File: src/inc/bis_pkg.sv
// Constants for the I/O window top and secondary bus status registers
package bis_pkg;
   // Configuration byte offsets
   localparam logic [7:0] OFF_IO_WINDOW_TOP = 8'h1D;
   localparam logic [7:0] OFF_SEC_STATUS = 8'h1E;
   localparam logic [7:0] OFF_IO_UPPER_LIMIT = 8'h32;
   // Dword index and byte lanes; all but the upper status lane derived from the offsets
   localparam logic [5:0] DW_WINDOW = OFF_IO_WINDOW_TOP[7:2];
   localparam logic [1:0] LANE_IO_TOP = OFF_IO_WINDOW_TOP[1:0];
   localparam logic [1:0] LANE_STATUS_LO = OFF_SEC_STATUS[1:0];
   localparam logic [1:0] LANE_STATUS_HI = 2'h3;
   // I/O window top field layout
   localparam int IO_TOP_MSB = 7;
   localparam int IO_TOP_LSB = 4;
   localparam logic [3:0] IO_ADDR_WIDTH_CODE = 4'h1;
   localparam logic [7:0] IO_TOP_RESET = 8'h01;
   localparam logic [11:0] IO_LOW_ONES = 12'hFFF;
   // Secondary status bit positions
   localparam int BIT_PARITY_DETECTED = 15;
   localparam int BIT_SYSTEM_ERROR = 14;
   localparam int BIT_MASTER_ABORT = 13;
   localparam int BIT_TARGET_ABORT_RX = 12;
   localparam int BIT_TARGET_ABORT_SIG = 11;
   localparam int BIT_DATA_PARITY = 8;
   // Fixed status fields
   localparam logic [1:0] DEVSEL_MEDIUM = 2'h1;
   localparam logic BACK_TO_BACK_CAP = 1'b1;
   localparam logic HIGH_FREQ_CAP = 1'b1;
   localparam logic RESERVED_BIT6 = 1'b0;
   localparam logic [4:0] RESERVED_LOW = 5'h00;
   // Sticky flag vector indices
   localparam int NUM_FLAGS = 6;
   localparam int FL_DATA_PARITY = 0;
   localparam int FL_TARGET_ABORT_SIG = 1;
   localparam int FL_TARGET_ABORT_RX = 2;
   localparam int FL_MASTER_ABORT = 3;
   localparam int FL_SYSTEM_ERROR = 4;
   localparam int FL_PARITY_DETECTED = 5;
endpackage

File: src/bis_w1c_flags.sv
// Sticky flags, set by events and cleared by writing one
`timescale 1ns/1ps
module bis_w1c_flags #(
   parameter int WIDTH = 6
) (
   input wire logic sys_clk, // Clock
   input wire logic rst, // Synchronous reset, active high
   input wire logic clkEn, // Freezes state while low
   input wire logic [WIDTH-1:0] setEv, // Event pulses
   input wire logic [WIDTH-1:0] clrMask, // Clear strobes
   output logic [WIDTH-1:0] flags // Sticky flag state
);
   logic [WIDTH-1:0] flags_q;
   logic [WIDTH-1:0] flags_d;

   initial begin
      if (WIDTH < 1) begin
         $error("bis_w1c_flags: WIDTH must be at least 1");
      end
   end

   // Set wins over a clear in the same cycle
   always_comb begin
      flags_d = (flags_q & ~clrMask) | setEv;
   end

   always_ff @(posedge sys_clk) begin
      if (rst) begin
         flags_q <= '0;
      end else if (clkEn) begin
         flags_q <= flags_d;
      end
   end

   assign flags = flags_q;
endmodule

File: src/bis_bridge_regs.sv
// I/O window top and secondary bus status configuration registers
//
// Functional notes
// - Limit bits 7:4 are writable and give I/O window top bits 15:12.
// - Window top low twelve address bits are taken as all ones.
// - Window top bits 31:16 come from the upper limit register at 32h.
// - Limit bits 3:0 read fixed 1h, meaning 32-bit I/O addressing.
// - Bit 15 sets on secondary address/attribute or data parity errors.
// - Bit 15 sets whatever the parity response enable says.
// - Bit 14 sets when SERR is seen on the secondary bus.
// - Bit 13 sets when a mastered secondary transaction master-aborts.
// - Bit 12 sets when a target abort is received on secondary bus.
// - Bit 11 sets when the device signals target abort as target.
// - Bits 10:9 read fixed 01b, medium DEVSEL timing.
// - Bit 8 sets as master with parity response on and PERR involved.
// - Bit 7 reads fixed 1b, fast back-to-back capable.
// - Bit 5 reads fixed 1b, secondary bus runs at 66 MHz.
// - Bit 6 and bits 4:0 are reserved and read zero.
`timescale 1ns/1ps
module bis_bridge_regs #(
   parameter int ADDR_W = 32
) (
   input wire logic sys_clk, // Clock, 100 MHz
   input wire logic rst, // Synchronous reset, active high
   input wire logic clkEn, // Freezes state while low
   // Configuration access, dword addressed
   input wire logic [5:0] cfgDwIndex, // Dword index (byte offset / 4)
   input wire logic [3:0] cfgByteEn, // Byte enables
   input wire logic cfgWrEn, // Write strobe
   input wire logic cfgRdEn, // Read strobe
   input wire logic [31:0] cfgWrData, // Write data
   output logic [31:0] cfgRdData, // Read data, one cycle after strobe
   output logic cfgRdValid, // Read data valid pulse
   // Window inputs from elsewhere in configuration space
   input wire logic [15:0] ioUpperLimit, // Upper limit register contents
   input wire logic parity_response_enable, // Bridge control bit 0
   // Secondary bus events, one-cycle pulses
   input wire logic addrAttrErrAsTarget, // Address/attribute parity error
   input wire logic dataErrWriteTarget, // Data parity error, write target
   input wire logic dataErrReadMaster, // Data parity error, read master
   input wire logic serrObserved, // SERR seen asserted
   input wire logic masterAbortEnd, // Mastered transaction master-aborted
   input wire logic targetAbortRx, // Target abort received
   input wire logic targetAbortSent, // Target abort signalled as target
   input wire logic actingMaster, // Device masters current transaction
   input wire logic perrAssertedOnRead, // Device drives PERR on a read
   input wire logic perrSeenOnWrite, // PERR observed on a write
   // Window compare
   input wire logic [ADDR_W-1:0] ioAddr, // I/O address to test
   output logic [ADDR_W-1:0] ioWindowTop, // Full window top address
   output logic ioAddrAtOrBelowTop, // ioAddr not above window top
   // Flag state
   output logic sec_parity_detected, // Status bit 15
   output logic sec_system_error_seen, // Status bit 14
   output logic sec_master_abort_seen, // Status bit 13
   output logic sec_target_abort_received, // Status bit 12
   output logic sec_target_abort_signalled, // Status bit 11
   output logic master_data_parity_flag // Status bit 8
);
   logic [3:0] io_window_top_bits_q;
   logic [31:0] cfgRdData_q;
   logic cfgRdValid_q;
   logic [ADDR_W-1:0] ioWindowTop_q;
   logic ioAddrAtOrBelowTop_q;
   logic [bis_pkg::NUM_FLAGS-1:0] setEv;
   logic [bis_pkg::NUM_FLAGS-1:0] clrMask;
   logic [bis_pkg::NUM_FLAGS-1:0] flags;
   logic [7:0] ioTopRead;
   logic [15:0] statusRead;
   logic [31:0] topFull;
   logic windowHit;

   initial begin
      if (ADDR_W != 32) begin
         $error("bis_bridge_regs: ADDR_W must be 32");
      end
   end

   // Write strobe for one byte lane of the window dword
   function automatic logic laneWrite(input logic [5:0] dw,
                                      input logic [3:0] be,
                                      input logic wr,
                                      input logic [1:0] lane);
      laneWrite = wr && (dw == bis_pkg::DW_WINDOW) && be[lane];
   endfunction

   assign windowHit = cfgDwIndex == bis_pkg::DW_WINDOW;

   // Writable window top nibble
   always_ff @(posedge sys_clk) begin
      if (rst) begin
         io_window_top_bits_q <=
            bis_pkg::IO_TOP_RESET[bis_pkg::IO_TOP_MSB:bis_pkg::IO_TOP_LSB];
      end else if (clkEn) begin
         if (laneWrite(cfgDwIndex, cfgByteEn, cfgWrEn,
                       bis_pkg::LANE_IO_TOP)) begin
            io_window_top_bits_q <=
               cfgWrData[8+bis_pkg::IO_TOP_MSB:8+bis_pkg::IO_TOP_LSB];
         end
      end
   end

   // Event sources for the sticky flags
   always_comb begin
      setEv = '0;
      setEv[bis_pkg::FL_PARITY_DETECTED] = addrAttrErrAsTarget |
         dataErrWriteTarget | dataErrReadMaster;
      setEv[bis_pkg::FL_SYSTEM_ERROR] = serrObserved;
      setEv[bis_pkg::FL_MASTER_ABORT] = masterAbortEnd;
      setEv[bis_pkg::FL_TARGET_ABORT_RX] = targetAbortRx;
      setEv[bis_pkg::FL_TARGET_ABORT_SIG] = targetAbortSent;
      setEv[bis_pkg::FL_DATA_PARITY] = actingMaster &
         parity_response_enable &
         (perrAssertedOnRead | perrSeenOnWrite);
   end

   // Write-one-to-clear; all flags live in the upper status byte
   always_comb begin
      clrMask = '0;
      if (laneWrite(cfgDwIndex, cfgByteEn, cfgWrEn,
                    bis_pkg::LANE_STATUS_HI)) begin
         clrMask[bis_pkg::FL_PARITY_DETECTED] =
            cfgWrData[16+bis_pkg::BIT_PARITY_DETECTED];
         clrMask[bis_pkg::FL_SYSTEM_ERROR] =
            cfgWrData[16+bis_pkg::BIT_SYSTEM_ERROR];
         clrMask[bis_pkg::FL_MASTER_ABORT] =
            cfgWrData[16+bis_pkg::BIT_MASTER_ABORT];
         clrMask[bis_pkg::FL_TARGET_ABORT_RX] =
            cfgWrData[16+bis_pkg::BIT_TARGET_ABORT_RX];
         clrMask[bis_pkg::FL_TARGET_ABORT_SIG] =
            cfgWrData[16+bis_pkg::BIT_TARGET_ABORT_SIG];
         clrMask[bis_pkg::FL_DATA_PARITY] =
            cfgWrData[16+bis_pkg::BIT_DATA_PARITY];
      end
   end

   bis_w1c_flags #(
      .WIDTH(bis_pkg::NUM_FLAGS)
   ) u_flags (
      .sys_clk(sys_clk),
      .rst(rst),
      .clkEn(clkEn),
      .setEv(setEv),
      .clrMask(clrMask),
      .flags(flags)
   );

   // Read images of the two registers
   always_comb begin
      ioTopRead = {io_window_top_bits_q, bis_pkg::IO_ADDR_WIDTH_CODE};
      statusRead = '0;
      statusRead[bis_pkg::BIT_PARITY_DETECTED] =
         flags[bis_pkg::FL_PARITY_DETECTED];
      statusRead[bis_pkg::BIT_SYSTEM_ERROR] = flags[bis_pkg::FL_SYSTEM_ERROR];
      statusRead[bis_pkg::BIT_MASTER_ABORT] = flags[bis_pkg::FL_MASTER_ABORT];
      statusRead[bis_pkg::BIT_TARGET_ABORT_RX] =
         flags[bis_pkg::FL_TARGET_ABORT_RX];
      statusRead[bis_pkg::BIT_TARGET_ABORT_SIG] =
         flags[bis_pkg::FL_TARGET_ABORT_SIG];
      statusRead[10:9] = bis_pkg::DEVSEL_MEDIUM;
      statusRead[bis_pkg::BIT_DATA_PARITY] = flags[bis_pkg::FL_DATA_PARITY];
      statusRead[7] = bis_pkg::BACK_TO_BACK_CAP;
      statusRead[6] = bis_pkg::RESERVED_BIT6;
      statusRead[5] = bis_pkg::HIGH_FREQ_CAP;
      statusRead[4:0] = bis_pkg::RESERVED_LOW;
   end

   // Registered read port; other dwords and the base byte read zero
   always_ff @(posedge sys_clk) begin
      if (rst) begin
         cfgRdData_q <= '0;
         cfgRdValid_q <= 1'b0;
      end else if (clkEn) begin
         cfgRdValid_q <= cfgRdEn;
         if (cfgRdEn) begin
            cfgRdData_q <= windowHit ? {statusRead, ioTopRead, 8'h00} : '0;
         end
      end
   end

   // Full window top: upper register, writable nibble, low ones
   assign topFull = {ioUpperLimit, io_window_top_bits_q,
                     bis_pkg::IO_LOW_ONES};

   always_ff @(posedge sys_clk) begin
      if (rst) begin
         ioWindowTop_q <= '0;
         ioAddrAtOrBelowTop_q <= 1'b0;
      end else if (clkEn) begin
         ioWindowTop_q <= topFull;
         ioAddrAtOrBelowTop_q <= ioAddr <= topFull;
      end
   end

   assign cfgRdData = cfgRdData_q;
   assign cfgRdValid = cfgRdValid_q;
   assign ioWindowTop = ioWindowTop_q;
   assign ioAddrAtOrBelowTop = ioAddrAtOrBelowTop_q;
   assign sec_parity_detected = flags[bis_pkg::FL_PARITY_DETECTED];
   assign sec_system_error_seen = flags[bis_pkg::FL_SYSTEM_ERROR];
   assign sec_master_abort_seen = flags[bis_pkg::FL_MASTER_ABORT];
   assign sec_target_abort_received = flags[bis_pkg::FL_TARGET_ABORT_RX];
   assign sec_target_abort_signalled = flags[bis_pkg::FL_TARGET_ABORT_SIG];
   assign master_data_parity_flag = flags[bis_pkg::FL_DATA_PARITY];
endmodule

File: config.mk
export PLATFORM = sky130hd
export DESIGN_NAME = bis_bridge_regs
export DESIGN_NICKNAME = d
export VERILOG_FILES = /design/src/inc/bis_pkg.sv /design/src/bis_w1c_flags.sv /design/src/bis_bridge_regs.sv
export SDC_FILE = /design/constraint.sdc
export NUM_CORES = 1
export LEC_CHECK = 0
export BUFFER_PORTS_ARGS = -buffer_cell sky130_fd_sc_hd__buf_2
export CAP_MARGIN = 0
export CORE_UTILIZATION = 37
export CTS_CLUSTER_DIAMETER = 60
export DETAILED_ROUTE_END_ITERATION = 8
export PLACE_DENSITY = 0.77
export SETUP_SLACK_MARGIN = 0.15
export SLEW_MARGIN = 40
export SYNTH_ARGS = -nofsm -noshare
export SYNTH_HDL_FRONTEND = slang
export SYNTH_HIERARCHICAL = 1
export SYNTH_SLANG_ARGS = --single-unit
File: constraint.sdc
create_clock -name sys_clk -period 1.7 [get_ports sys_clk]
set_clock_uncertainty 0.2 [all_clocks]
set_input_delay 0.34 -clock sys_clk [delete_from_list [all_inputs] [get_ports sys_clk]]
set_output_delay 0.34 -clock sys_clk [all_outputs]
set_load 0.1 [all_outputs]
After elaboration in Yosys (flattened, before gate mapping)
Cells that the tools add are included.
{ "op_classes": {"magnitude_cmp": 1, "n_eq_ne": 1, "mux": 2, "bitwise": 8, "n_reduce_logical": 5} }
{ "ops": {"columns": ["cell", "n"], "rows": [
  ["$le A32 B32 Y1", 1],
  ["$mux W32", 1],
  ["$and A6 B6 Y6", 1],
  ["$eq A6 B3 Y1 const B", 1],
  ["$mux W6", 1],
  ["$not A6 Y6", 1],
  ["$or A6 B6 Y6", 1],
  ["$reduce_and A2 Y1", 2],
  ["$logic_and A1 B1 Y1", 3],
  ["$or A1 B1 Y1", 3],
  ["$and A1 B1 Y1", 2]
]} }
{ "totals": {"ff_bits": 76, "word_cells": 23} }

Logic depth before layout (Yosys ltp)
Gate-level depths: netlist of run 1.
{ "logic_depth": {"depth_word": 7, "depth_mapped": 6} }

By module
The synthesis of run 1 kept the hierarchy.
{ "by_module_without_submodules": {"columns": ["module", "instances", "cells_each", "area_each_um2", "seq_area_each_um2"], "rows": [
  ["bis_bridge_regs", 1, 264, 2220.9, 760.7],
  ["bis_w1c_flags", 1, 25, 244.0, 120.1]
]} }

Worst setup path after synthesis of run 1
Ideal clock, no wire load.
{ "synth_path": {"path_type": "register -> output", "startpoint": "register ioWindowTop[11] (netlist name)", "endpoint": "output port ioWindowTop[10]", "t_arrival_ns": 1.554, "path_slack_ns": -0.394, "stages_incl_launch_ff": 2, "path_buffers": 1, "cell_sequence": "dfxtp_1 buf_4"} }
{ "synth_lines": {"columns": ["element", "line", "source"], "rows": [
  ["to (decl)", "bis_bridge_regs.sv:50", "output logic [ADDR_W-1:0] ioWindowTop,"]
]} }

Final worst setup path of run 1
{ "layout_path": {"startpoint": "register io_window_top_bits_q[3]", "endpoint": "register ioAddrAtOrBelowTop_q, in the netlist ioAddrAtOrBelowTop"} }
{ "layout_between": {"elab_chain_len": 1} }
{ "layout_lines": {"columns": ["element", "line", "source"], "rows": [
  ["from (decl)", "bis_bridge_regs.sv:60", "logic [3:0] io_window_top_bits_q;"],
  ["from (signal assigned)", "bis_bridge_regs.sv:92", "io_window_top_bits_q <="],
  ["from (signal assigned)", "bis_bridge_regs.sv:97", "io_window_top_bits_q <="],
  ["$le A32 B32 Y1", "bis_bridge_regs.sv:191", "ioAddrAtOrBelowTop_q <= ioAddr <= topFull;"],
  ["to (signal assigned)", "bis_bridge_regs.sv:191", null],
  ["to (decl)", "bis_bridge_regs.sv:64", "logic ioAddrAtOrBelowTop_q;"]
]} }
Every way passes these cells.
A chain may end at the register's enable or synchronous reset.

==> qor.log, run 1 <==
qor: timing.grt_setup_unrepaired true
qor: grt.antenna_found_initial 1
qor: clock_tree.worst_setup_hold_path_clk_slew 0.09 ns
qor: timing.report.final.slew_viol_count 0
qor: logic_synthesis.synthesis.area 0.002465 mm2
qor: clock_tree.clock-sinks 44
qor: setup_path.worst_path_dominant_cell_family compound AO/OA/AOI/OAI gates
qor: logic_synthesis.ys_ff_latch 44
qor: power.cellLeakagePower 1.882 nW
qor: setup_path.endpoint_kind register
qor: cells_and_area.regArea 900.9 um2
qor: flow_run.drv.max_cap_violation_count 0
qor: drt.detail_route.first_pass.iterations 4
qor: power.p_int 1.766 mW
qor: cells_and_area.multiInputGateArea 0.001373 mm2
qor: cells_and_area.drive_gt1_share 47.06%
qor: power.vdd.ir_drop.worst 0.0005123 V
qor: run_status.status finished, final reports clean
qor: power.power_frac_clock 26.2%
qor: drt.avgRoutedWirePerCell 13.48 um
qor: die.coreArea 0.006386 mm2
qor: drt.route.detailed.drc 0
qor: setup_path.cell_by_cell_trace_of_the_critical_path inv_2 -> ha_4 -> nand4_1 -> nor4_2 -> buf_4 -> o31a_1 -> o32ai_1
qor: timing.hold_viol 0
qor: setup_path.timing_worst_setup_path_type reg -> reg
qor: placement.placement.setup.worst_slack -0.2208 ns
qor: grt.grt_start_max_net_pins 30
qor: power.pwr-share-seq 36.7%
qor: clock_tree.cts_made_buffers 5
qor: placement.detailed_place_hpwl 5001 um
qor: setup_path.cp_data_required_time 1.71 ns
qor: setup_path.worst-path-max-fanout 2
qor: logic_synthesis.yosys.cell_types.count 36
qor: clock_tree.clock_tree.root_cell clkbuf_8
qor: min_path.hold_path.startpoint cfgWrData[12]
qor: power.power.share.combinational 37.1%
qor: clock_tree.tritoncts yes
qor: logic_synthesis.synth_top_area_cell dfxtp_1
qor: setup_path.cp_num_buf_inv 2
qor: setup_path.startpoint_type register
qor: drt.vias_per_cell 4.775
qor: grt.globalRouteOverflowTotal 0
qor: setup_path.crit_arrival 1.69 ns
qor: min_path.whs_path_depth 3
qor: logic_synthesis.ys_dominant_reg_cell dfxtp_1
qor: setup_path.critical-path-slowest-cell dfxtp_2
qor: die.starting_density_of_the_core 38.60%
qor: grt.globalRouteTotalUtil 18.82%
qor: timing.period_share 98.79%
qor: timing.setup_viol 0
qor: logic_synthesis.ys.warnings.count 6
qor: power.p_per_area 806.3 mW/mm2
qor: timing.fin_hold_ws 0.06602 ns
qor: grt.global_route_wire_length_before_repair 10,510 um
qor: timing.clock.fmax 0.5954 GHz
qor: drt.route.antenna.remaining_nets 0
qor: setup_path.cp_slowest_stage_delay 0.34 ns
qor: cells_and_area.most_frequent_standard_cell_in_the_layout_excluding_fill_and_tap_cells buf_2
qor: placement.place_area 0.003207 mm2
qor: logic_synthesis.syn_area_per_cell 8.529 um2
qor: clock_tree.h_tree_lvls 2
qor: cells_and_area.final_net_count 550
qor: grt.grt_pass1_vias 2,317
qor: drt.wirelength 6780 um
qor: cells_and_area.layout_common_cells buf_2 (81), buf_4 (56), nor2_1 (34)
qor: setup_path.worstRegToRegCells 7
qor: cells_and_area.areaGrowthSynthToFinish 50.10%
qor: logic_synthesis.netlist_top_cells_area dfxtp_1 (36%), ha_1 (10%), mux2i_1 (9.7%), buf_4 (9.7%), nor2_1 (5.2%)
qor: placement.globalplace.congestion 0.8242
qor: logic_synthesis.synth-edff-count 0
qor: min_path.hold_path_class in -> reg
qor: die.die_h 83.62 um
qor: drt.total_number_of_vias 2,402
qor: timing.fin_ws 0.02054 ns
qor: logic_synthesis.synth-async-reset-ratio 0%
qor: cells_and_area.number_of_inserted_filler_cells_in_the_final_layout 566
qor: die.num_io_pins 178
qor: logic_synthesis.synth_top_area_share 35.74%
qor: clock_tree.clockBufferDepth 2
qor: logic_synthesis.synth.yosys.seq_area_share 35.74%
qor: cells_and_area.post-route-cell-area 0.003700 mm2
qor: power.switching_component_of_the_power 1.217 mW
qor: setup_path.timing.reg2reg.setup_slack 0.02 ns
qor: die.die_width 83.62 um
qor: logic_synthesis.count_of_mapped_cells_out_of_synthesis 289
qor: drt.drt_iter0_drc 86
qor: power.sw_frac_of_total 40.79%
qor: timing.final_period_minus_worst_setup_slack 1.679 ns
qor: setup_path.timing.rr.start io_window_top_bits_q[3]
qor: power.report.power.total 2.983 mW
qor: die.num_rows 29
qor: die.fp.dieArea 0.006992 mm2
qor: min_path.min_to io_window_top_bits_q[0]
qor: clock_tree.clock_latency 0.30 ns
qor: setup_path.regToRegEndpoint ioAddrAtOrBelowTop
qor: placement.io_buffer_count 135
## per-stage QoR
step	cells	util, %	setup TNS [ns]
finish	503	57.94	0
global route	503	57.94	-0.1046
CTS	502	56.72	0
detailed placement	490	50.22	-0.9604
global placement	490	50.22	-0.7650
floorplan	306	-	0
## logic make-up after synthesis
logic type                 count (synthesis)  share of synthesized area, %
and+or+nand+nor                           88                         16.50
buffers and inverters                     69                         16.19
DFF                                       44                         35.74
AOI/OAI and AO/OA                         43                         11.52
muxes                                     24                         9.746
adders and majority gates                 20                         10.15
other                                      1                        0.1521
## what timing repair did
action,4_1_cts,5_1_grt
hold buffers,0,0
gates resized for setup,84,17
setup buffers,4,0
pin swaps,6,2
endpoints found under the setup margin,55,12
cloned,0,0
## flip-flops by register name, indices dropped and copies added (netlist names)
signal,flops
ioWindowTop,21
cfgRdData,11
io_window_top_bits_q,4
u_flags/flags,6
ioAddrAtOrBelowTop,1
cfgRdValid,1
## area by class of cell
| type | instances | share of cell area [%] |
|---|---|---|
| clock buffer | 6 | 2.536 |
| antenna | 1 | 0.06764 |
| multi-input combinational | 193 | 37.10 |
| tap | 77 | 2.604 |
| sequential | 44 | 24.35 |
| timing repair buffer | 154 | 30.10 |
| clock inverter | 2 | 0.4058 |
| inverter | 26 | 2.841 |
## worst reg2reg max path, cell delays in order (launching register included)
cell and delay, ns:
dfxtp_2 0.34, inv_2 0.04, ha_4 0.22, nand4_1 0.10, nor4_2 0.06, buf_4 0.13
o31a_1 0.26, o32ai_1 0.25
## power by group through the flow
stage	sequential (mW)	combinational [mW]	clock [mW]
2_1_floorplan	1.38	0.557	0
3_3_place_gp	1.11	0.968	0
3_5_place_dp	1.11	0.984	0
4_1_cts	1.09	1.07	0.804
5_1_grt	1.10	1.15	0.855
6_report	1.09	1.11	0.782
## synthesized netlist by cell type (all sizes together), types with 2 or more instances
| cell type | n |
|---|---|
| dfxtp | 44 |
| buf | 39 |
| nor2 | 34 |
| inv | 26 |
| a21oi | 24 |
| mux2i | 24 |
| nand2 | 22 |
| ha | 20 |
| nand3 | 11 |
| nand4 | 9 |
| a21bo | 6 |
| and2 | 4 |
| clkbuf | 4 |
| o21a | 3 |
| nor4 | 2 |
| o21ai | 2 |
| o32ai | 2 |
## metal layers
metal / up-vias / global-route usage, % / share of wire [%]
met5: - / 0 / 0
met4: 0 / 9.861 / 2.5
met3: 14 / 1.978 / 4.1
met2: 92 / 33.78 / 52
met1: 1099 / 21.92 / 42
li1: 1197 / - / -
## worst max-delay path by stage
stage | start | to | slack (ns) | cells past startpoint
global route | io_window_top_bits_q[3] | ioAddrAtOrBelowTop | -0.10 | 7
finish | io_window_top_bits_q[3] | ioAddrAtOrBelowTop | 0.02 | 7
global placement | ioAddr[15] | ioAddrAtOrBelowTop | -0.19 | 7
detailed placement | ioUpperLimit[14] | ioAddrAtOrBelowTop | -0.22 | 7
CTS | io_window_top_bits_q[1] | ioAddrAtOrBelowTop | 0.02 | 7
floorplan | ioUpperLimit[14] | ioAddrAtOrBelowTop | 0.06 | 6
(Power assumes the default switching activity.)
==> inputs of run 2 (changes only) <==
--- a/config.mk
+++ b/config.mk
@@ -7,10 +7,9 @@
 export LEC_CHECK = 0
 export BUFFER_PORTS_ARGS = -buffer_cell sky130_fd_sc_hd__buf_2
 export CAP_MARGIN = 0
-export CORE_UTILIZATION = 37
+export CORE_UTILIZATION = 25
 export CTS_CLUSTER_DIAMETER = 60
 export DETAILED_ROUTE_END_ITERATION = 8
-export PLACE_DENSITY = 0.77
 export SETUP_SLACK_MARGIN = 0.15
 export SLEW_MARGIN = 40
 export SYNTH_ARGS = -nofsm -noshare
==> run 2 against run 1 <==
Against the previous run: highest routed layer unchanged; register-to-register slack worse by 0.02 ns; maximum frequency is 1.0% lower; first-iteration DRC count is 43% lower; design area is 2.0% higher; utilization is 18 points lower; worst hold slack better by 0.0054 ns.
==> qor.log, run 2 (same netlist as run 1, synthesis figures left out) <==
qor: run_status.status finished, final reports clean
qor: power.report.power.total 3.188 mW [+6.9%]
qor: grt.globalRouteTotalUtil 12.81% [-6.0 points]
qor: cells_and_area.antenna_cell_count 0 [-1]
qor: clock_tree.h_tree_lvls 2 [unchanged]
qor: cells_and_area.layout_common_cells buf_2 (81), buf_4 (59), nor2_1 (33)
qor: die.fp.dieArea 0.01026 mm2 [+47%]
qor: setup_path.critical-path-slowest-cell dfxtp_2
qor: setup_path.worst_path_dominant_cell_family flip-flops
qor: grt.antenna_found_initial 0 [-1]
qor: timing.clock.fmax 0.5894 GHz [-1.0%]
qor: grt.globalRouteOverflowTotal 0 [unchanged]
qor: timing.final_period_minus_worst_setup_slack 1.697 ns [+0.01713 ns]
qor: die.num_rows 35 [+21%]
qor: setup_path.timing_worst_setup_path_type reg -> reg
qor: grt.grt_pass1_vias 2,181 [-5.9%]
qor: timing.setup_viol 0 [unchanged]
qor: power.vdd.ir_drop.worst 0.0002951 V [-42%]
qor: setup_path.timing.reg2reg.setup_slack 0.003 ns [-0.02 ns]
qor: setup_path.worstRegToRegCells 7 [unchanged]
qor: timing.grt_setup_unrepaired true
qor: setup_path.cp_num_buf_inv 2 [unchanged]
qor: clock_tree.clockBufferDepth 2 [unchanged]
qor: flow_run.drv.max_cap_violation_count 0 [unchanged]
qor: placement.globalplace.congestion 0.7272 [-12%]
qor: clock_tree.clock_latency 0.30 ns [about the same]
qor: drt.detail_route.first_pass.iterations 3 [-1]
qor: grt.grt_start_max_net_pins 19 [-37%]
qor: placement.placement.setup.worst_slack -0.2318 ns [-0.01097 ns]
qor: cells_and_area.most_frequent_standard_cell_in_the_layout_excluding_fill_and_tap_cells buf_2
qor: setup_path.crit_end ioAddrAtOrBelowTop
qor: timing.period_share 99.80% [+1.0 points]
qor: die.starting_density_of_the_core 26.18% [-12 points]
qor: clock_tree.cts_made_buffers 5 [unchanged]
qor: setup_path.startpoint_type register
qor: cells_and_area.number_of_inserted_filler_cells_in_the_final_layout 959 [+69%]
qor: placement.detailed_place_hpwl 5359 um [+7.2%]
qor: die.die_h 101.3 um [+21%]
qor: drt.route.detailed.drc 0 [unchanged]
qor: cells_and_area.drive_gt1_share 47.78% [+0.72 points]
qor: clock_tree.tritoncts yes
qor: setup_path.worst-path-max-fanout 2 [unchanged]
qor: setup_path.endpoint_kind register
qor: setup_path.timing.rr.start io_window_top_bits_q[3]
qor: drt.total_number_of_vias 2,383 [-0.79%]
qor: timing.fin_ws 0.003409 ns [-0.01713 ns]
qor: cells_and_area.largest_register_ffs 21 [unchanged]
qor: drt.vias_per_cell 4.286 [-10%]
qor: timing.report.final.slew_viol_count 0 [unchanged]
qor: die.coreArea 0.009415 mm2 [+47%]
qor: grt.global_route_wire_length_before_repair 10,210 um [-2.8%]
qor: clock_tree.hold_buffers 0 [unchanged]
qor: setup_path.cp_data_required_time 1.69 ns [-0.02 ns]
qor: drt.wirelength 6953 um [+2.6%]
qor: cells_and_area.areaGrowthSynthToFinish 53.10%
qor: drt.drt_iter0_drc 49 [-43%]
qor: power.cellLeakagePower 1.891 nW [+0.47%]
qor: setup_path.cell_by_cell_trace_of_the_critical_path inv_2 -> ha_4 -> nand4_1 -> nor4_2 -> buf_4 -> o31a_1 -> o32ai_2
qor: drt.avgRoutedWirePerCell 12.51 um [-7.2%]
qor: setup_path.worst_setup_path_startpoint io_window_top_bits_q[3]
qor: timing.hold_viol 0 [unchanged]
qor: clock_tree.clock_tree.root_cell clkbuf_8
qor: clock_tree.worst_setup_hold_path_clk_slew 0.09 ns [about the same]
qor: clock_tree.clock-sinks 44 [unchanged]
qor: cells_and_area.final_net_count 552 [+0.36%]
qor: setup_path.cp_slowest_stage_delay 0.35 ns [about the same]
qor: placement.io_buffer_count 135 [unchanged]
qor: setup_path.critical_path_cell_count 7 [unchanged]
qor: setup_path.regToRegEndpoint ioAddrAtOrBelowTop
qor: drt.route.antenna.remaining_nets 0 [unchanged]
qor: min_path.hold_path_class in -> reg
qor: setup_path.crit_arrival 1.68 ns [about the same]
qor: power.p_per_area 844.8 mW/mm2 [+4.8%]
qor: die.die_width 101.3 um [+21%]
qor: die.num_io_pins 178 [unchanged]
-- run 2: cell type report --
class                      instances  area, um2  share of cell area, %
clock inverter                     1      30.03                 0.7958
sequential                        44      900.9                  23.87
inverter                          26      105.1                  2.785
multi-input combinational        193       1374                  36.41
tap                              129      161.4                  4.277
clock buffer                       7      118.9                  3.150
timing repair buffer             156       1084                  28.71
-- run 2: how the worst min path moves through the flow --
stage                         start                       to  slack, ns  depth (start not counted)
finish                cfgWrData[15]  io_window_top_bits_q[3]       0.07                          3
global route          cfgWrData[13]  io_window_top_bits_q[1]       0.07                          3
CTS                 targetAbortSent         u_flags/flags[1]       0.06                          3
detailed placement    cfgRdData[15]            cfgRdData[15]       0.25                          2
global placement      cfgRdData[15]            cfgRdData[15]       0.24                          2
floorplan                       rst         u_flags/flags[0]       0.20                          1
-- run 2: metrics by stage --
stage                     std cells  cell area [um2]  utilization [%]  TNS (ns)  hold slack, ns
after floorplan                 306             2611                -         0          0.2017
after global placement          545             3282            34.86   -0.6323          0.2424
after detailed placement        545             3282            34.86   -0.6224          0.2486
after CTS                       553             3601            38.25   -0.2091         0.06200
after global routing            556             3774            40.08   -0.1430         0.06928
final                           556             3774            40.08         0         0.07138
-- run 2: timing repair --
| action | 4_1_cts | 5_1_grt |
|---|---|---|
| endpoints found under the setup margin | 55 | 14 |
| gates resized for setup | 59 | 43 |
| pin swaps | 2 | 7 |
| setup buffers | 0 | 3 |
-- run 2: report_power, final --
group          switching (mW)  internal [mW]  total (mW)  leakage, nW
sequential             0.0243           1.07        1.09        0.365
combinational           0.786          0.297        1.08         1.45
clock                   0.396          0.617        1.01       0.0747
-- run 2: layer usage --
layer | wire, um | global-route usage (%) | up-vias
met5 | 0 | 0 | -
met4 | 58 | 3.679 | 0
met3 | 263 | 1.863 | 5
met2 | 3569 | 23.13 | 79
met1 | 3062 | 15.75 | 1109
li1 | - | - | 1190
-- run 2: tightest hold or removal path, cell delays in order --
cell	delay, ns
buf_2	0.07
mux2i_1	0.05
nor2_1	0.07
==> inputs of run 3 (changes only) <==
--- a/config.mk
+++ b/config.mk
@@ -7,6 +7,7 @@
 export LEC_CHECK = 0
 export BUFFER_PORTS_ARGS = -buffer_cell sky130_fd_sc_hd__buf_2
 export CAP_MARGIN = 0
+export CORE_MARGIN = 2
 export CORE_UTILIZATION = 25
 export CTS_CLUSTER_DIAMETER = 60
 export DETAILED_ROUTE_END_ITERATION = 8
@@ -14,5 +15,4 @@
 export SLEW_MARGIN = 40
 export SYNTH_ARGS = -nofsm -noshare
 export SYNTH_HDL_FRONTEND = slang
-export SYNTH_HIERARCHICAL = 1
 export SYNTH_SLANG_ARGS = --single-unit
==> run 3 against run 2 <==
Against the previous run: die area grew 2.1%; critical path depth shrank 6; combinational power shrank 6%; routed wire length shrank 2.7%; via count decreased by 4.1%; critical endpoint is now ioWindowTop[3]; highest routed layer unchanged.
==> qor.log, run 3 <==
qor: run_status.status finished, final reports clean
qor: clock_tree.clock_tree.root_cell clkbuf_8
qor: logic_synthesis.synth.yosys.seq_area_share 36.44% [+0.70 points]
qor: cells_and_area.largest_register_ffs 21 [unchanged]
qor: logic_synthesis.synth_top_area_share 36.44% [+0.70 points]
qor: setup_path.critical-path-slowest-cell dfxtp_4
qor: die.coreArea 0.009328 mm2 [-0.93%]
qor: power.power.share.combinational 36.4% [+2.4 points]
qor: logic_synthesis.synth.cells.most_frequent dfxtp_1 (44), buf_4 (34), nor2_1 (28), a21oi_1 (26), inv_1 (26)
qor: power.cellLeakagePower 1.732 nW [-8.4%]
qor: setup_path.cp_data_required_time 1.16 ns [-0.53 ns]
qor: placement.io_buffer_count 135 [unchanged]
qor: clock_tree.cts_post_setup_buffers_inserted 0 [unchanged]
qor: grt.global_route_wire_length_before_repair 10,370 um [+1.5%]
qor: clock_tree.clock-sinks 44 [unchanged]
qor: setup_path.worst_setup_path_startpoint ioWindowTop[11]
qor: cells_and_area.drive_gt1_share 45.21% [-2.6 points]
qor: power.pwr-share-seq 39.6% [+5.4 points]
qor: grt.grt_pass1_vias 2,141 [-1.8%]
qor: setup_path.worstRegToRegCells 7 [unchanged]
qor: setup_path.crit_end ioWindowTop[3]
qor: setup_path.critical_path_cell_count 1 [-6]
qor: drt.route.antenna.remaining_nets 0 [unchanged]
qor: logic_synthesis.netlist_top_cells_area dfxtp_1 (36%), buf_4 (11%), ha_1 (10%), mux2i_1 (9.9%), a21oi_1 (5.4%)
qor: cells_and_area.multiInputGateArea 0.001314 mm2 [-4.4%]
qor: timing.period_share 91.37% [-8.4 points]
qor: logic_synthesis.ys.warnings.count 0 [-6]
qor: power.power_frac_clock 24.0% [-7.8 points]
qor: drt.total_number_of_vias 2,285 [-4.1%]
qor: cells_and_area.most_frequent_standard_cell_in_the_layout_excluding_fill_and_tap_cells buf_2
qor: clock_tree.tritoncts yes
qor: logic_synthesis.yosys.cell_types.count 28 [-22%]
qor: cells_and_area.antenna_cell_count 0 [unchanged]
qor: cells_and_area.regArea 900.9 um2 [unchanged]
qor: logic_synthesis.syn_area_per_cell 8.542 um2 [+0.15%]
qor: setup_path.crit_arrival 1.01 ns [-0.67 ns]
qor: drt.avgRoutedWirePerCell 12.62 um [+0.94%]
qor: placement.globalplace.congestion 0.8071 [+11%]
qor: drt.detail_route.first_pass.iterations 4 [+1]
qor: cells_and_area.layout_common_cells buf_2 (81), buf_4 (62), dfxtp_1 (32)
qor: clock_tree.clock_latency 0.29 ns [about the same]
qor: power.switching_component_of_the_power 1.172 mW [-2.8%]
qor: logic_synthesis.count_of_mapped_cells_out_of_synthesis 283 [-2.1%]
qor: setup_path.timing.reg2reg.setup_slack 0.18 ns [+0.18 ns]
qor: die.fp.dieArea 0.01047 mm2 [+2.1%]
qor: logic_synthesis.synthesis.area 0.002417 mm2 [-1.9%]
qor: logic_synthesis.ys_dominant_reg_cell dfxtp_1
qor: cells_and_area.number_of_inserted_filler_cells_in_the_final_layout 987 [+2.9%]
qor: die.num_rows 35 [unchanged]
qor: cells_and_area.util_after_layout 36.79% [-3.3 points]
qor: logic_synthesis.synth_top_area_cell dfxtp_1
qor: drt.wirelength 6766 um [-2.7%]
qor: power.p_per_area 805.4 mW/mm2 [-4.7%]
qor: flow_run.drv.max_cap_violation_count 0 [unchanged]
qor: timing.report.final.slew_viol_count 0 [unchanged]
qor: setup_path.timing.rr.start io_window_top_bits_q[1]
qor: timing.hold_viol 0 [unchanged]
qor: logic_synthesis.ys_ff_latch 44 [unchanged]
qor: drt.drt_iter0_drc 47 [-4.1%]
qor: setup_path.worst-path-max-fanout 13 [+11]
qor: placement.detailed_place_hpwl 5406 um [+0.88%]
qor: grt.globalRouteOverflowTotal 0 [unchanged]
qor: setup_path.cp_slowest_stage_delay 0.41 ns [+0.06 ns]
qor: logic_synthesis.synth-edff-count 0 [unchanged]
qor: setup_path.startpoint_type register
qor: grt.grt_start_max_net_pins 38 [+19]
qor: die.num_io_pins 178 [unchanged]
qor: clock_tree.h_tree_lvls 2 [unchanged]
qor: clock_tree.clockBufferDepth 2 [unchanged]
qor: cells_and_area.areaGrowthSynthToFinish 41.98%
qor: grt.antenna_found_initial 0 [unchanged]
qor: clock_tree.cts_made_buffers 5 [unchanged]
qor: setup_path.endpoint_kind output pin
qor: die.starting_density_of_the_core 25.92% [-0.26 points]
qor: drt.route.detailed.drc 0 [unchanged]
qor: cells_and_area.final_net_count 532 [-3.6%]
qor: logic_synthesis.synth-async-reset-ratio 0% [unchanged]
qor: clock_tree.worst_setup_hold_path_clk_slew 0.09 ns [about the same]
qor: drt.vias_per_cell 4.263 [-0.53%]
qor: die.die_h 102.3 um [+1.0%]
qor: timing.clock.fmax 0.6438 GHz [+9.2%]
qor: setup_path.worst_path_dominant_cell_family flip-flops
qor: power.p_int 1.592 mW [-20%]
qor: grt.globalRouteTotalUtil 12.66% [-0.16 points]
qor: timing.setup_viol 0 [unchanged]
qor: setup_path.regToRegEndpoint ioAddrAtOrBelowTop
qor: logic_synthesis.synth_most_common_cell dfxtp_1
qor: setup_path.cell_by_cell_trace_of_the_critical_path buf_4
qor: min_path.hold_path_class in -> reg
qor: timing.fin_hold_ws 0.07609 ns [+0.004709 ns]
qor: timing.final_period_minus_worst_setup_slack 1.553 ns [-0.1433 ns]
qor: timing.grt_setup_unrepaired true
qor: cells_and_area.post-route-cell-area 0.003432 mm2 [-9.1%]
qor: setup_path.timing_worst_setup_path_type reg -> out
qor: placement.place_area 0.003164 mm2 [-3.6%]
qor: die.die_width 102.3 um [+1.0%]
qor: setup_path.cp_num_buf_inv 1 [-1]
qor: power.sw_frac_of_total 42.40% [+4.6 points]
qor: power.vdd.ir_drop.worst 0.0003424 V [+16%]
-- run 3: cell count changes after synthesis, moves of 2 or more --
cell,change
buf_6,-2
a21o_1,+2
o32ai_1,-2
buf_4,+2
o21a_1,-3
nor4_1,-2
nor2_1,-6
a21oi_1,+2
a21bo_2,-2
o21ai_0,+8
a21bo_1,-4
nor3_1,+2
and2_0,-2
-- run 3: how the worst min path moves through the flow --
stage	slack, ns	startpoint	end	depth (start not counted)
final	0.08	masterAbortEnd	u_flags.flags[3]	3
after global routing	0.06	serrObserved	u_flags.flags[4]	3
after CTS	0.07	targetAbortRx	u_flags.flags[2]	3
after detailed placement	0.24	cfgRdData[14]	cfgRdData[14]	2
after global placement	0.24	cfgRdData[13]	cfgRdData[13]	2
after floorplan	0.27	io_window_top_bits_q[0]	cfgRdData[12]	2
-- run 3: layer usage --
layer  up-vias  wire length (um)  track usage (%)
met5         -                 0                0
met4         0               143            4.308
met3        10               416            2.736
met2        96              3214            21.31
met1      1037              2992            16.05
li1       1142                 -                -
-- run 3: power groups by stage --
stage               logic, mW  registers (mW)  clock network (mW)
finish                   1.01            1.10               0.663
global route             1.06            1.10               0.744
CTS                     0.993            1.10               0.701
detailed placement      0.971            1.12                   0
global placement        0.963            1.11                   0
floorplan               0.549            1.38                   0
-- run 3: timing repair --
item,CTS,global route
endpoints found under the setup margin,55,13
resized for setup,43,33
hold buffers,0,0
pin swaps,0,1
-- run 3: logic make-up after synthesis --
group | count (synthesis) | share of synthesized area, %
compound gates | 44 | 10.30
other cells | 1 | 0.1551
buf+inv | 70 | 16.41
flops | 44 | 36.44
simple gates | 80 | 16.41
mux | 24 | 9.938
fa+ha+maj | 20 | 10.35
-- run 3: layout make-up --
class,count,share of cell area (%)
Inverter,26,2.917
Multi-Input combinational cell,186,38.28
Clock buffer,6,2.114
Tap cell,129,4.703
Timing Repair Buffer,143,25.37
Clock inverter,2,0.3646
Sequential cell,44,26.25
-- run 3: metrics by stage --
| step | worst slack [ns] | power (mW) | std cells | setup TNS (ns) |
|---|---|---|---|---|
| 3_5_place_dp | -0.1036 | 2.087 | 528 | -0.1243 |
| 6_report | 0.1467 | 2.764 | 536 | 0 |
| 4_1_cts | 0.01495 | 2.789 | 536 | 0 |
| 5_1_grt | 0.09391 | 2.907 | 536 | 0 |
| 3_3_place_gp | -0.09502 | 2.078 | 528 | -0.09502 |
| 2_1_floorplan | 0.1505 | 1.930 | 300 | 0 |
-- run 3: tightest hold or removal path: stages --
cell	delay (ns)
buf_2	0.10
nand2_1	0.05
a21oi_1	0.05
